<file path="src/hw/pwg_pkg.sv">
// How it works
// - each generator divides its clock by an 8-bit programmable prescaler first.
// - after the prescaler, each timer selects divide by 1, 2, 4, 8 or 16.
// - two timers per generator, each a 16-bit period down-counter plus duty comparator.
// - eight independent outputs, or four complementary pairs with own dead-zone generators.
// - pair enable 0/1 makes channels 0,1 complementary from timer 0 and dead-zone 0.
// - pairs 2/3, 4/5, 6/7 use timers 2, 4, 6 and dead-zones 1, 2, 3.
// - a channel's interrupt flag sets when its period counter reaches zero.
// - interrupt request only while a flag and its matching enable are both set.
// - period and compare writes are buffered; compare loads at zero, the period at zero in auto mode, on a capture irq, or while run is off.
// - auto-reload mode reloads the period at zero and keeps counting down.
// - one-shot mode stops the counter at zero after one interrupt.
// - output goes high when counter equals compare; compare sets the high width.
// - with capture enabled the channel pin becomes an input, output released.
// - capture uses the same-numbered timer; software sets it up first.
// - rising edge on capture input copies the counter into the rising latch.
// - falling edge on capture input copies the counter into the falling latch.
// - channel 0 rising and falling irq enables are bits 1 and 2 of low control.
// - channel 1 rising and falling irq enables are bits 17 and 18 of low control.
// - channels 2 and 3 use the same scheme in the high capture control register.
// - when a capture channel raises its interrupt, its counter reloads at once.
package pwg_pkg;
  localparam int NCH = 8;
  localparam int AW = 8;
  // register byte offsets
  localparam logic [7:0] OFS_PRESCALE = 8'h00; // 8 bits per generator, generator g at [8g+7:8g]
  localparam logic [7:0] OFS_CLKSEL = 8'h04;   // 3 bits per channel
  localparam logic [7:0] OFS_CTRL = 8'h08;     // pwm_control_reg
  localparam logic [7:0] OFS_IRQ_EN = 8'h0c;
  localparam logic [7:0] OFS_IRQ_FLAG = 8'h10;
  localparam logic [7:0] OFS_DEADTIME = 8'h14; // 8 bits per pair
  localparam logic [7:0] OFS_CAP_LOW = 8'h18;  // capture_control_low, channels 0,1 and 4,5
  localparam logic [7:0] OFS_CAP_HIGH = 8'h1c; // capture_control_high, channels 2,3 and 6,7
  localparam logic [7:0] OFS_CAP_ENA = 8'h20;  // capture enable per channel
  localparam logic [7:0] OFS_CAP_FLAG = 8'h24; // [7:0] rising, [15:8] falling
  localparam logic [7:0] OFS_CH_BASE = 8'h40;  // 16 bytes per channel
  localparam logic [7:0] OFS_CH_PERIOD = 8'h0;
  localparam logic [7:0] OFS_CH_CMP = 8'h4;
  localparam logic [7:0] OFS_CH_RISE = 8'h8;
  localparam logic [7:0] OFS_CH_FALL = 8'hc;
  // control register fields: per channel run, auto-reload; pair enables
  localparam int CTRL_RUN_LSB = 0;
  localparam int CTRL_AUTO_LSB = 8;
  localparam int CTRL_DZ_LSB = 16;
  // capture control field positions within each 16-bit half
  localparam int CAP_RISE_IE_BIT = 1;
  localparam int CAP_FALL_IE_BIT = 2;
  localparam int CAP_HALF = 16;
  localparam logic [31:0] RST_WORD = 32'h0000_0000;
  localparam logic [15:0] RST_HALF = 16'h0000;
  typedef struct packed {
    logic [AW-1:0] addr;
    logic [31:0] wdata;
    logic wr;
    logic rd;
  } pwg_bus_req_t;
  typedef struct packed {
    logic [NCH-1:0] out;
    logic [NCH-1:0] oe_n;
  } pwg_pin_t;
endpackage

</file>
<file path="src/hw/pwg_top.sv">
module pwg_top import pwg_pkg::*; #(
  parameter int PRESC_W = 8,
  parameter int CNT_W = 16
) (
  // clock and reset
  input wire logic clk_sys,
  input wire logic rst,
  // register port
  input wire pwg_bus_req_t bus_req,
  output logic [31:0] bus_rdata,
  // pins
  input wire logic [NCH-1:0] pin_in,
  output pwg_pin_t pins,
  // interrupt request
  output logic irq
);
  if (PRESC_W != 8 || CNT_W != 16) begin : g_chk
    $error("pwg_top supports only 8-bit prescale and 16-bit counters");
  end

  // ----------------------------------------------------------------
  // registers
  // ----------------------------------------------------------------
  logic [31:0] presc_cfg_r, clksel_r, ctrl_r, deadtime_r, cap_low_r, cap_high_r;
  logic [NCH-1:0] irq_en_r, irq_flag_r, cap_ena_r, rise_flag_r, fall_flag_r;
  logic [CNT_W-1:0] per_buf_r [NCH];
  logic [CNT_W-1:0] cmp_buf_r [NCH];
  logic [CNT_W-1:0] cmp_act_r [NCH];
  logic [CNT_W-1:0] cnt_r [NCH];
  logic [CNT_W-1:0] rise_lat_r [NCH];
  logic [CNT_W-1:0] fall_lat_r [NCH];
  logic [NCH-1:0] zero_ev, rise_ev, fall_ev, cap_irq_ev, raw_out;
  logic [NCH-1:0] sync1_r, sync2_r, sync3_r;
  logic [NCH-1:0] tick;
  logic [NCH-1:0] wr_ch;
  logic [31:0] rdata_nxt;
  logic [NCH-1:0] rise_ie_v, fall_ie_v;

  // channel window ends below 0xc0; higher addresses must not alias channels
  wire is_ch = bus_req.addr >= OFS_CH_BASE && bus_req.addr < OFS_CH_BASE + 8'(16 * NCH);
  // channel 0 sits at block 4 of the address, so flip the top index bit
  wire [2:0] ch_sel = bus_req.addr[6:4] ^ 3'h4;
  wire [7:0] ch_ofs = {4'h0, bus_req.addr[3:0]};

  always_ff @(posedge clk_sys or posedge rst) begin
    if (rst) begin
      presc_cfg_r <= RST_WORD;
      clksel_r <= RST_WORD;
      ctrl_r <= RST_WORD;
      deadtime_r <= RST_WORD;
      cap_low_r <= RST_WORD;
      cap_high_r <= RST_WORD;
      irq_en_r <= '0;
      cap_ena_r <= '0;
    end else if (bus_req.wr && !is_ch) begin
      unique case (bus_req.addr)
        OFS_PRESCALE: presc_cfg_r <= bus_req.wdata;
        OFS_CLKSEL: clksel_r <= bus_req.wdata;
        OFS_CTRL: ctrl_r <= bus_req.wdata;
        OFS_IRQ_EN: irq_en_r <= bus_req.wdata[NCH-1:0];
        OFS_DEADTIME: deadtime_r <= bus_req.wdata;
        OFS_CAP_LOW: cap_low_r <= bus_req.wdata;
        OFS_CAP_HIGH: cap_high_r <= bus_req.wdata;
        OFS_CAP_ENA: cap_ena_r <= bus_req.wdata[NCH-1:0];
        default: ;
      endcase
    end
  end

  // ----------------------------------------------------------------
  // capture input synchronisers
  // ----------------------------------------------------------------
  // sync1 feeds only sync2; edges come from sync2 versus sync3
  always_ff @(posedge clk_sys or posedge rst) begin
    if (rst) begin
      sync1_r <= '0;
      sync2_r <= '0;
      sync3_r <= '0;
    end else begin
      sync1_r <= pin_in;
      sync2_r <= sync1_r;
      sync3_r <= sync2_r;
    end
  end

  // ----------------------------------------------------------------
  // prescaler per generator
  // ----------------------------------------------------------------
  logic [PRESC_W-1:0] pcnt_r [4];
  logic [3:0] ptick;
  logic [4:0] div_cnt_r [NCH];
  for (genvar g = 0; g < 4; g++) begin : g_gen
    wire [PRESC_W-1:0] pdiv = presc_cfg_r[8*g +: PRESC_W];
    // >= so lowering the divisor mid-count never waits for a wrap
    assign ptick[g] = (pcnt_r[g] >= pdiv);
    always_ff @(posedge clk_sys or posedge rst) begin
      if (rst) begin
        pcnt_r[g] <= '0;
      end else if (ptick[g]) begin
        pcnt_r[g] <= '0;
      end else begin
        pcnt_r[g] <= pcnt_r[g] + 1'b1;
      end
    end
  end

  // ----------------------------------------------------------------
  // channel timers
  // ----------------------------------------------------------------
  for (genvar c = 0; c < NCH; c++) begin : g_ch
    wire [2:0] sel = clksel_r[3*c +: 3];
    wire run = ctrl_r[CTRL_RUN_LSB + c];
    wire auto = ctrl_r[CTRL_AUTO_LSB + c];
    wire [31:0] cap_reg = (c < 2 || (c >= 4 && c < 6)) ? cap_low_r : cap_high_r;
    wire [4:0] half = (c % 2 == 1) ? 5'd16 : 5'd0;
    wire rise_ie = cap_reg[half + CAP_RISE_IE_BIT];
    wire fall_ie = cap_reg[half + CAP_FALL_IE_BIT];
    assign rise_ie_v[c] = rise_ie;
    assign fall_ie_v[c] = fall_ie;
    logic [4:0] dmask;
    always_comb begin
      unique case (sel)
        3'd1: dmask = 5'h01;
        3'd2: dmask = 5'h03;
        3'd3: dmask = 5'h07;
        3'd4: dmask = 5'h0f;
        default: dmask = 5'h00;
      endcase
    end
    assign tick[c] = ptick[c/2] && ((div_cnt_r[c] & dmask) == dmask);
    always_ff @(posedge clk_sys or posedge rst) begin
      if (rst) begin
        div_cnt_r[c] <= '0;
      end else if (ptick[c/2]) begin
        div_cnt_r[c] <= div_cnt_r[c] + 1'b1;
      end
    end
    assign wr_ch[c] = bus_req.wr && is_ch && ch_sel == 3'(c);
    logic stopped_r;
    // a stop only holds in one-shot mode; switching to auto resumes counting
    wire halt = stopped_r && !auto;
    assign zero_ev[c] = run && tick[c] && cnt_r[c] == '0 && !halt;
    assign rise_ev[c] = cap_ena_r[c] && sync2_r[c] && !sync3_r[c];
    assign fall_ev[c] = cap_ena_r[c] && !sync2_r[c] && sync3_r[c];
    assign cap_irq_ev[c] = (rise_ev[c] && rise_ie) || (fall_ev[c] && fall_ie);
    always_ff @(posedge clk_sys or posedge rst) begin
      if (rst) begin
        per_buf_r[c] <= RST_HALF;
        cmp_buf_r[c] <= RST_HALF;
      end else if (wr_ch[c]) begin
        if (ch_ofs == OFS_CH_PERIOD) per_buf_r[c] <= bus_req.wdata[CNT_W-1:0];
        if (ch_ofs == OFS_CH_CMP) cmp_buf_r[c] <= bus_req.wdata[CNT_W-1:0];
      end
    end
    always_ff @(posedge clk_sys or posedge rst) begin
      if (rst) begin
        cnt_r[c] <= RST_HALF;
        cmp_act_r[c] <= RST_HALF;
        stopped_r <= 1'b0;
      end else if (!run) begin
        // preload so a start counts a whole period before its first zero
        cnt_r[c] <= per_buf_r[c];
        stopped_r <= 1'b0;
      end else if (cap_irq_ev[c]) begin
        cnt_r[c] <= per_buf_r[c];
      end else if (tick[c] && !halt) begin
        if (cnt_r[c] == '0) begin
          cmp_act_r[c] <= cmp_buf_r[c];
          if (auto) begin
            cnt_r[c] <= per_buf_r[c];
            stopped_r <= 1'b0;
          end else begin
            stopped_r <= 1'b1;
          end
        end else begin
          cnt_r[c] <= cnt_r[c] - 1'b1;
        end
      end
    end
    // high from compare match down to zero
    always_ff @(posedge clk_sys or posedge rst) begin
      if (rst) begin
        raw_out[c] <= 1'b0;
      end else if (!run || halt) begin
        raw_out[c] <= 1'b0;
      end else if (cnt_r[c] == cmp_act_r[c]) begin
        raw_out[c] <= 1'b1;
      end else if (tick[c] && cnt_r[c] == '0) begin
        raw_out[c] <= 1'b0;
      end
    end
    always_ff @(posedge clk_sys or posedge rst) begin
      if (rst) begin
        rise_lat_r[c] <= RST_HALF;
        fall_lat_r[c] <= RST_HALF;
      end else begin
        if (rise_ev[c]) rise_lat_r[c] <= cnt_r[c];
        if (fall_ev[c]) fall_lat_r[c] <= cnt_r[c];
      end
    end
  end

  // ----------------------------------------------------------------
  // dead-zone pairs and pins
  // ----------------------------------------------------------------
  logic [NCH-1:0] pair_out;
  logic [7:0] dz_cnt_r [4][2];
  for (genvar p = 0; p < 4; p++) begin : g_pair
    wire dz_en = ctrl_r[CTRL_DZ_LSB + p];
    wire [7:0] dtime = deadtime_r[8*p +: 8];
    wire [1:0] want = {!raw_out[2*p], raw_out[2*p]};
    for (genvar k = 0; k < 2; k++) begin : g_side
      always_ff @(posedge clk_sys or posedge rst) begin
        if (rst) begin
          dz_cnt_r[p][k] <= '0;
        end else if (!want[k]) begin
          dz_cnt_r[p][k] <= '0;
        end else if (dz_cnt_r[p][k] != dtime) begin
          dz_cnt_r[p][k] <= dz_cnt_r[p][k] + 1'b1;
        end
      end
      assign pair_out[2*p+k] = dz_en ? (want[k] && dz_cnt_r[p][k] == dtime) : raw_out[2*p+k];
    end
  end

  always_ff @(posedge clk_sys or posedge rst) begin
    if (rst) begin
      pins.out <= '0;
      pins.oe_n <= '1;
    end else begin
      pins.out <= pair_out & ~cap_ena_r;
      pins.oe_n <= cap_ena_r;
    end
  end

  // ----------------------------------------------------------------
  // flags, irq and read-back
  // ----------------------------------------------------------------
  wire clr_flag = bus_req.wr && bus_req.addr == OFS_IRQ_FLAG;
  wire clr_cap = bus_req.wr && bus_req.addr == OFS_CAP_FLAG;
  always_ff @(posedge clk_sys or posedge rst) begin
    if (rst) begin
      irq_flag_r <= '0;
      rise_flag_r <= '0;
      fall_flag_r <= '0;
    end else begin
      // set wins over a same-cycle clear
      irq_flag_r <= (irq_flag_r & ~({NCH{clr_flag}} & bus_req.wdata[NCH-1:0])) | zero_ev;
      rise_flag_r <= (rise_flag_r & ~({NCH{clr_cap}} & bus_req.wdata[NCH-1:0])) | rise_ev;
      fall_flag_r <= (fall_flag_r & ~({NCH{clr_cap}} & bus_req.wdata[2*NCH-1:NCH])) | fall_ev;
    end
  end

  always_ff @(posedge clk_sys or posedge rst) begin
    if (rst) begin
      irq <= 1'b0;
    end else begin
      irq <= |(irq_flag_r & irq_en_r) || |(rise_flag_r & rise_ie_v) || |(fall_flag_r & fall_ie_v);
    end
  end

  always_comb begin
    rdata_nxt = RST_WORD;
    if (is_ch) begin
      unique case (ch_ofs)
        OFS_CH_PERIOD: rdata_nxt = {16'h0000, per_buf_r[ch_sel]};
        OFS_CH_CMP: rdata_nxt = {16'h0000, cmp_buf_r[ch_sel]};
        OFS_CH_RISE: rdata_nxt = {16'h0000, rise_lat_r[ch_sel]};
        OFS_CH_FALL: rdata_nxt = {16'h0000, fall_lat_r[ch_sel]};
        default: rdata_nxt = RST_WORD;
      endcase
    end else begin
      unique case (bus_req.addr)
        OFS_PRESCALE: rdata_nxt = presc_cfg_r;
        OFS_CLKSEL: rdata_nxt = clksel_r;
        OFS_CTRL: rdata_nxt = ctrl_r;
        OFS_IRQ_EN: rdata_nxt = {24'h000000, irq_en_r};
        OFS_IRQ_FLAG: rdata_nxt = {24'h000000, irq_flag_r};
        OFS_DEADTIME: rdata_nxt = deadtime_r;
        OFS_CAP_LOW: rdata_nxt = cap_low_r;
        OFS_CAP_HIGH: rdata_nxt = cap_high_r;
        OFS_CAP_ENA: rdata_nxt = {24'h000000, cap_ena_r};
        OFS_CAP_FLAG: rdata_nxt = {16'h0000, fall_flag_r, rise_flag_r};
        default: rdata_nxt = RST_WORD;
      endcase
    end
  end

  always_ff @(posedge clk_sys or posedge rst) begin
    if (rst) begin
      bus_rdata <= RST_WORD;
    end else if (bus_req.rd) begin
      bus_rdata <= rdata_nxt;
    end else begin
      bus_rdata <= RST_WORD;
    end
  end

  // ----------------------------------------------------------------
  // checks
  // ----------------------------------------------------------------
  flag_sticky_a: assert property (@(posedge clk_sys) disable iff (rst)
    zero_ev[0] |=> irq_flag_r[0]) else $error("period flag not set");
  irq_gate_a: assert property (@(posedge clk_sys) disable iff (rst)
    (irq_flag_r & irq_en_r) != '0 |=> irq) else $error("irq not raised");
  rise_latch_a: assert property (@(posedge clk_sys) disable iff (rst)
    rise_ev[0] |=> rise_lat_r[0] == $past(cnt_r[0])) else $error("rising latch wrong");
  fall_latch_a: assert property (@(posedge clk_sys) disable iff (rst)
    fall_ev[0] |=> fall_lat_r[0] == $past(cnt_r[0])) else $error("falling latch wrong");
  cap_pin_a: assert property (@(posedge clk_sys) disable iff (rst)
    cap_ena_r[1] |=> pins.oe_n[1] && !pins.out[1]) else $error("capture pin driven");
  pair_excl_a: assert property (@(posedge clk_sys) disable iff (rst)
    ctrl_r[CTRL_DZ_LSB] |-> !(pair_out[0] && pair_out[1])) else $error("pair overlap");
  buf_hold_a: assert property (@(posedge clk_sys) disable iff (rst)
    !(tick[0] && cnt_r[0] == '0) |=> cmp_act_r[0] == $past(cmp_act_r[0])) else $error("compare loaded early");
  wire run_auto0 = ctrl_r[CTRL_RUN_LSB] && ctrl_r[CTRL_AUTO_LSB];
  reload_a: assert property (@(posedge clk_sys) disable iff (rst)
    run_auto0 && tick[0] && cnt_r[0] == '0 && !cap_irq_ev[0] |=> cnt_r[0] == $past(per_buf_r[0]))
    else $error("no auto reload");
  zero_c: cover property (@(posedge clk_sys) disable iff (rst) zero_ev[0]);
  cap_c: cover property (@(posedge clk_sys) disable iff (rst) rise_ev[2] ##[1:50] fall_ev[2]);
  irq_c: cover property (@(posedge clk_sys) disable iff (rst) irq);
endmodule

</file>
<file path="config.mk">
export PLATFORM = sky130hd
export DESIGN_NAME = pwg_top
export DESIGN_NICKNAME = d
export VERILOG_FILES = /design/src/hw/pwg_pkg.sv /design/src/hw/pwg_top.sv
export SDC_FILE = /design/constraint.sdc
export NUM_CORES = 2
export LEC_CHECK = 0
export ABC_AREA = 0
export BUFFER_PORTS_ARGS = -buffer_cell sky130_fd_sc_hd__buf_4
export CAP_MARGIN = 5
export CORE_ASPECT_RATIO = 2
export CORE_UTILIZATION = 30
export DETAILED_ROUTE_END_ITERATION = 16
export PLACE_DENSITY_LB_ADDON = 0.1
export REMOVE_ABC_BUFFERS = 1
export SLEW_MARGIN = 40
export SYNTH_ARGS = -nofsm -noshare
export SYNTH_HDL_FRONTEND = slang
export SYNTH_SLANG_ARGS = --single-unit
export TNS_END_PERCENT = 30
</file>
<file path="constraint.sdc">
create_clock -name clk_sys -period 61.4 [get_ports clk_sys]
set_input_delay 6.14 -clock clk_sys [delete_from_list [all_inputs] [get_ports clk_sys]]
set_output_delay 6.14 -clock clk_sys [all_outputs]
set_load 0.03 [all_outputs]
</file>
# Word-level counts from Yosys, hierarchy flattened
# Index checks and enable logic that the tools add are counted.
dict set report totals {
  ff_bits 1225
  output_inout_bits 49
  input_bits 52
  word_cells 717
}
dict set report classes {
  reduce_logical 262
  bitwise 35
  n_lt_le_gt_ge 7
  n_mux 156
  n_eq_ne 127
  addsub 28
}
# cell n
set op_table {}
lappend op_table {{$mux 16} 48}
lappend op_table {{$pmux 32 s10} 1}
lappend op_table {{$bmux 16 s3} 4}
lappend op_table {{$mux 8} 20}
lappend op_table {{$eq 16x16->1} 8}
lappend op_table {{$logic_not 16->1} 8}
lappend op_table {{$pmux 4 s4} 8}
lappend op_table {{$sub 16x1->16 const B} 8}
lappend op_table {{$logic_and 1x1->1} 125}
lappend op_table {{$add 8x1->8 const B} 12}
lappend op_table {{$and 8x8->8} 10}
lappend op_table {{$mux 1} 72}
lappend op_table {{$eq 8x8->1} 8}
lappend op_table {{$mux 32} 2}
lappend op_table {{$ne 8x8->1} 8}
lappend op_table {{$pmux 16 s4} 1}
lappend op_table {{$reduce_and 2->1} 32}
lappend op_table {{$eq 3x2->1 const B} 18}
lappend op_table {{$logic_not 1->1} 45}
lappend op_table {{$add 5x1->5 const B} 8}
lappend op_table {{$and 5x5->5} 8}
lappend op_table {{$eq 5x5->1} 8}
lappend op_table {{$ne 2x1->1 const B} 20}
lappend op_table {{$eq 3x3->1 const B} 12}
lappend op_table {{other kinds (26)} 121}

# Logic depth before layout (Yosys ltp)
dict set report depth {
  word_depth 9
  mapped_depth 11
  mapped_depth_nobuf 8
}

# Worst setup path before layout
# No wires, ideal clock.
dict set report synth_timing {
  path_type {input to register}
  startpoint {input port bus_req[40] (netlist name)}
  endpoint {register presc_cfg_r[0]}
  setup_time_ns 0.125
  arrival_time_ns 8.752
  n_path_buf 4
  t_required_ns 61.275
  slack_ns 52.523
  cell_stages 10
  cell_sequence {inv_1 clkbuf_1 clkbuf_1 ha_1 or3b_2 clkbuf_1 nor2_1 nand2_1 buf_1 mux2_2}
}
dict set report synth_via {
  elab_chain_cells 5
  word_cells_on_any_way 7
  cone_classes {order compare: 2; reduce/logical: 5}
}
# item line_no
set synth_lines {}
lappend synth_lines {{from (decl)} pwg_top.sv:9} ;# input wire pwg_bus_req_t bus_req,
lappend synth_lines {{$ge 8x7->1 / $lt 8x8->1 (equally long branches)} pwg_top.sv:40} ;# wire is_ch = bus_req.addr >= OFS_CH_BASE && bus_req.addr < OFS_CH_BASE + 8'(16 * NCH);
lappend synth_lines {{$logic_and 1x1->1} pwg_top.sv:40}
lappend synth_lines {{$logic_not 1->1} pwg_top.sv:55} ;# end else if (bus_req.wr && !is_ch) begin
lappend synth_lines {{$logic_and 1x1->1} pwg_top.sv:55}
lappend synth_lines {{$reduce_and 2->1 (no line) *} --}
lappend synth_lines {{to (signal assigned)} pwg_top.sv:57} ;# OFS_PRESCALE: presc_cfg_r <= bus_req.wdata;
lappend synth_lines {{to (decl)} pwg_top.sv:24} ;# logic [31:0] presc_cfg_r, clksel_r, ctrl_r, deadtime_r, cap_low_r, cap_high_r;
# Mark *: on every way between the ends. The rest lies on a longest branch, timed or not.
# A chain may end at the register's enable or synchronous reset.

# Worst setup path after layout
dict set report layout_timing {
  startpoint {input port bus_req[38] (netlist name)}
  endpoint {register bus_rdata[5]}
}
dict set report layout_via {
  elab_chain_cells 7
  word_cells_on_any_way 30
  cone_classes {order compare: 2; eq/ne: 9; mux: 16; bitwise: 1; reduce/logical: 2}
}
# item line_no
set layout_lines {}
lappend layout_lines {{$not 3->4 (not written as such)} --}
lappend layout_lines {{$bmux 16 s3, on equally long branches} --}
lappend layout_lines {{$mux 16, on equally long branches (2 in a row)} --}
lappend layout_lines {{$pmux 16 s4} pwg_top.sv:265} ;# unique case (ch_ofs)
lappend layout_lines {{$mux 32 *} pwg_top.sv:264} ;# if (is_ch) begin
lappend layout_lines {{$mux 32 *} pwg_top.sv:292} ;# end else if (bus_req.rd) begin
lappend layout_lines {{to (signal assigned)} pwg_top.sv:293} ;# bus_rdata <= rdata_nxt;
lappend layout_lines {{to (decl)} pwg_top.sv:10} ;# output logic [31:0] bus_rdata,
# Mark *: on every way between the ends. The rest lies on a longest branch, timed or not. The select of a mux whose other input is x is not followed.

==> flow_summary.yaml <==
floorplan:
  design.die.area_um2: 201400
  core-area_um2: 198000
  start_util: 0.3023
  die_w_um: 317.9
  io_pins: 101
  die_h_um: 633.7
  row_count: 231
timing:
  hold_violations: 0
  fin_crit_sh: 0.1511
  whs_ps: 344.6
  finalMaxSlewViolations: 0
  worstMarginPinSlew_ps: 985.5
  tns_ps: 0
  fmax_ghz: 0.1078
  worst_slack_ps: 52120
  skew_ps: 64.70
  fin_crit_ps: 9277
  slew_headroom: 0.3430
  rsz0062_at_grt: "no"
  finalSetupViolCount: 0
power:
  p_per_area_nw_per_um2: 31.61
  leakage_nw: 32.11
  max-vdd-ir-drop_uv: 22.98
  finalPower_mw: 2.154
placed_design:
  place_ws_ps: 51460
  placed_area_um2: 63810
  gp_congestion: 0.9687
  portBuffers: 100
  hpwl_um: 204100
  dp_cells: 7422
yosys:
  yosys.area_share.adder: 0.01421
  yosys.area.top_type_share: 0.5054
  yosysTopAreaCell: "dfrtp_1"
  synthFlopType: "dfrtp_1"
  synth.distinct_cells: 101
  yosys-top-cells-area: "dfrtp_1 51%, mux2_2 15%, mux4_2 4.8%, xor2_1 3.0%, nand2_1 2.0%"
  async_flop_share: 1.000
  synth_top_family_by_area: "multiplexers"
  synth_area_per_cell_um2: 12.08
  synth-edff-count: 0
  ys_ff_latch: 1217
  muxShareOfSynthArea: 0.2147
  ys.warnings.count: 0
  netlist_top_cells_count: "1209 x dfrtp_1, 800 x mux2_2, 313 x nand2_1, 255 x nor2_1, 233 x clkbuf_1"
  synthXorXnorAreaFrac: 0.04360
  ys_seq_area_frac: 0.5090
  synth_most_common_cell: "dfrtp_1"
  syn_area_um2: 59860
  synth_cells: 4955
  synthSimpleGateAreaFrac: 0.1012
  synth_compound_area_frac: 0.08942
critical_path:
  rr_startpoint: "cnt_r[64]$_DFFE_PP0P_"
  timing.rr.end: "cnt_r[71]$_DFFE_PP0P_"
  crit_path_max_incr_delay_ps: 700
  path_class: "in2reg"
  slowest_stage: "nor2_1"
  critical_path.top_delay_family: "buffers and inverters"
  r2r_slack_ps: 57310
  ff2ff_path_depth: 9
  required_ps: 62120
  path_buf_inv: 3
  cp_max_fo: 49
  cpMostUsedCell: "buf_4"
  cp.arrival_ps: 9990
  start_kind: "primary input"
  end_kind: "flip-flop"
  crit_chain: "buf_8 -> buf_4 -> buf_4 -> nand3b_1 -> nor2_1 -> a22oi_1 -> a21oi_1 -> o22a_1"
global_routing:
  antenna_found_initial: 17
  overflow: 0
  top_usage_layer: "met2"
  use_met1: 0.2722
  grt_pass1_vias: 44510
  grt_max_degree: 141
  grt_use_met3: 0.02927
  grt_pass1_wl_um: 377300
  use_met2: 0.4999
  grt_usage: 0.2712
hold_path:
  hold_path.class: "reg2reg"
  hp-start: "sync1_r[5]$_DFF_PP0_"
  hold_depth: 0
  hold_end: "sync2_r[5]$_DFF_PP0_"
layout:
  final_cells: 7669
  final_core_util: 0.3442
  design_area_um2: 68150
  nNetsFinal: 5104
  drive_gt1_frac: 0.2910
  area_delta_synth_final_pct: 13.85
detailed_routing:
  avgRoutedWirePerCell_um: 35.88
  firstDrtPassIters: 8
  drc: 0
  viasPerCell: 5.643
  vias: 43280
  routed_wl_um: 275100
  drt-initial-drc-count: 3376
  ant_nets: 0
job:
  maxCapViolations: 0
clock_tree:
  cts_buffers: 119
  h-tree-depth: 3
  clk_path_buf_depth: 3
  cts_resized: 0
  cts_sinks: 1217
  postCtsSetupRepairBufs: 0
  clock_tree.root_cell: "clkbuf_16"
  tritoncts: "yes"
  clk_pin_slew_worst_paths_ps: 70
  clock_latency_ps: 820
  cts_hold_buffers: 0
outcome:
  status: "complete, no violations"
[state kept, by name (all words and copies together), names as in the netlist, 16 cells and up]
signal / count
div_cnt_r: 32
cap_low_r: 32
pins: 16
pcnt_r: 32
presc_cfg_r: 32
cap_high_r: 32
ctrl_r: 32
fall_lat_r: 128
rise_lat_r: 128
per_buf_r: 128
clksel_r: 32
cmp_act_r: 128
cmp_buf_r: 128
cnt_r: 128
deadtime_r: 32
dz_cnt_r: 64
bus_rdata: 32
[per-layer routing]
metal | wire length [um] | share of wire | up-vias
li1 | - | - | 18300
met1 | 92840 | 0.34 | 22860
met2 | 145900 | 0.53 | 1494
met3 | 9943 | 0.036 | 630
met4 | 26400 | 0.096 | 4
met5 | 20 | 0.000073 | -
[cells in the final DEF, fill, tap and decap left out, drive strengths merged, types with 20 or more instances in the layout]
cell       n
a22o      21
nand2b    30
clkinv    22
mux2     820
buf      232
nand3b    24
clkbuf   182
inv       87
o21ai    196
and2      56
o31ai     28
or4       21
nand4     70
ha        68
xnor2     93
o22ai     25
a31oi     37
mux4     127
xor2     205
nor2     255
nand2    313
nor3      86
and3      47
o211ai    30
diode     20
a221oi    26
nor4      73
a21oi    123
a22oi     62
dfrtp   1209
mux2i     72
nand3    107
[power by group]
part / total [mW] / switching (mW) / internal (mW)
Clock: 0.808 / 0.353 / 0.455
Combinational: 0.409 / 0.270 / 0.138
Sequential: 0.937 / 0.0853 / 0.852
Total: 2.15 / 0.709 / 1.45
[layout make-up]
cell class / instances / area (um^2)
timing repair buffer: 232 / 1941
clock inverter: 41 / 603.1
inverter: 84 / 327.8
sequential: 1217 / 30470
multi-input combinational: 3330 / 27980
tap: 2563 / 3207
antenna: 20 / 50.05
fill: 19580 / 129800
clock buffer: 182 / 3567
[logic make-up (layout without fill, tap and decap cells)]
| family | Yosys count | in the layout |
|---|---|---|
| flops | 1217 | 1217 |
| simple gates | 1173 | 1173 |
| mux | 1019 | 1019 |
| compound gates | 772 | 772 |
| buf+inv | 408 | 539 |
| xor+xnor | 298 | 298 |
| fa+ha+maj | 68 | 68 |
| other cells | 0 | 20 |
[how the worst max path moves through the flow]
stage	from	slack, ps	endpoint	depth (start not counted)
6_report	bus_req[38]	52120	bus_rdata[5]$_DFF_PP0_	8
5_1_grt	bus_req[38]	52130	bus_rdata[5]$_DFF_PP0_	8
4_1_cts	bus_req[38]	52250	bus_rdata[5]$_DFF_PP0_	8
3_5_place_dp	bus_req[38]	51460	bus_rdata[5]$_DFF_PP0_	8
3_3_place_gp	rst	51190	cmp_buf_r[64]$_DFFE_PP0P_	6
2_1_floorplan	rst	20980	bus_rdata[0]$_DFF_PP0_	1
(Power assumes the default switching activity.)
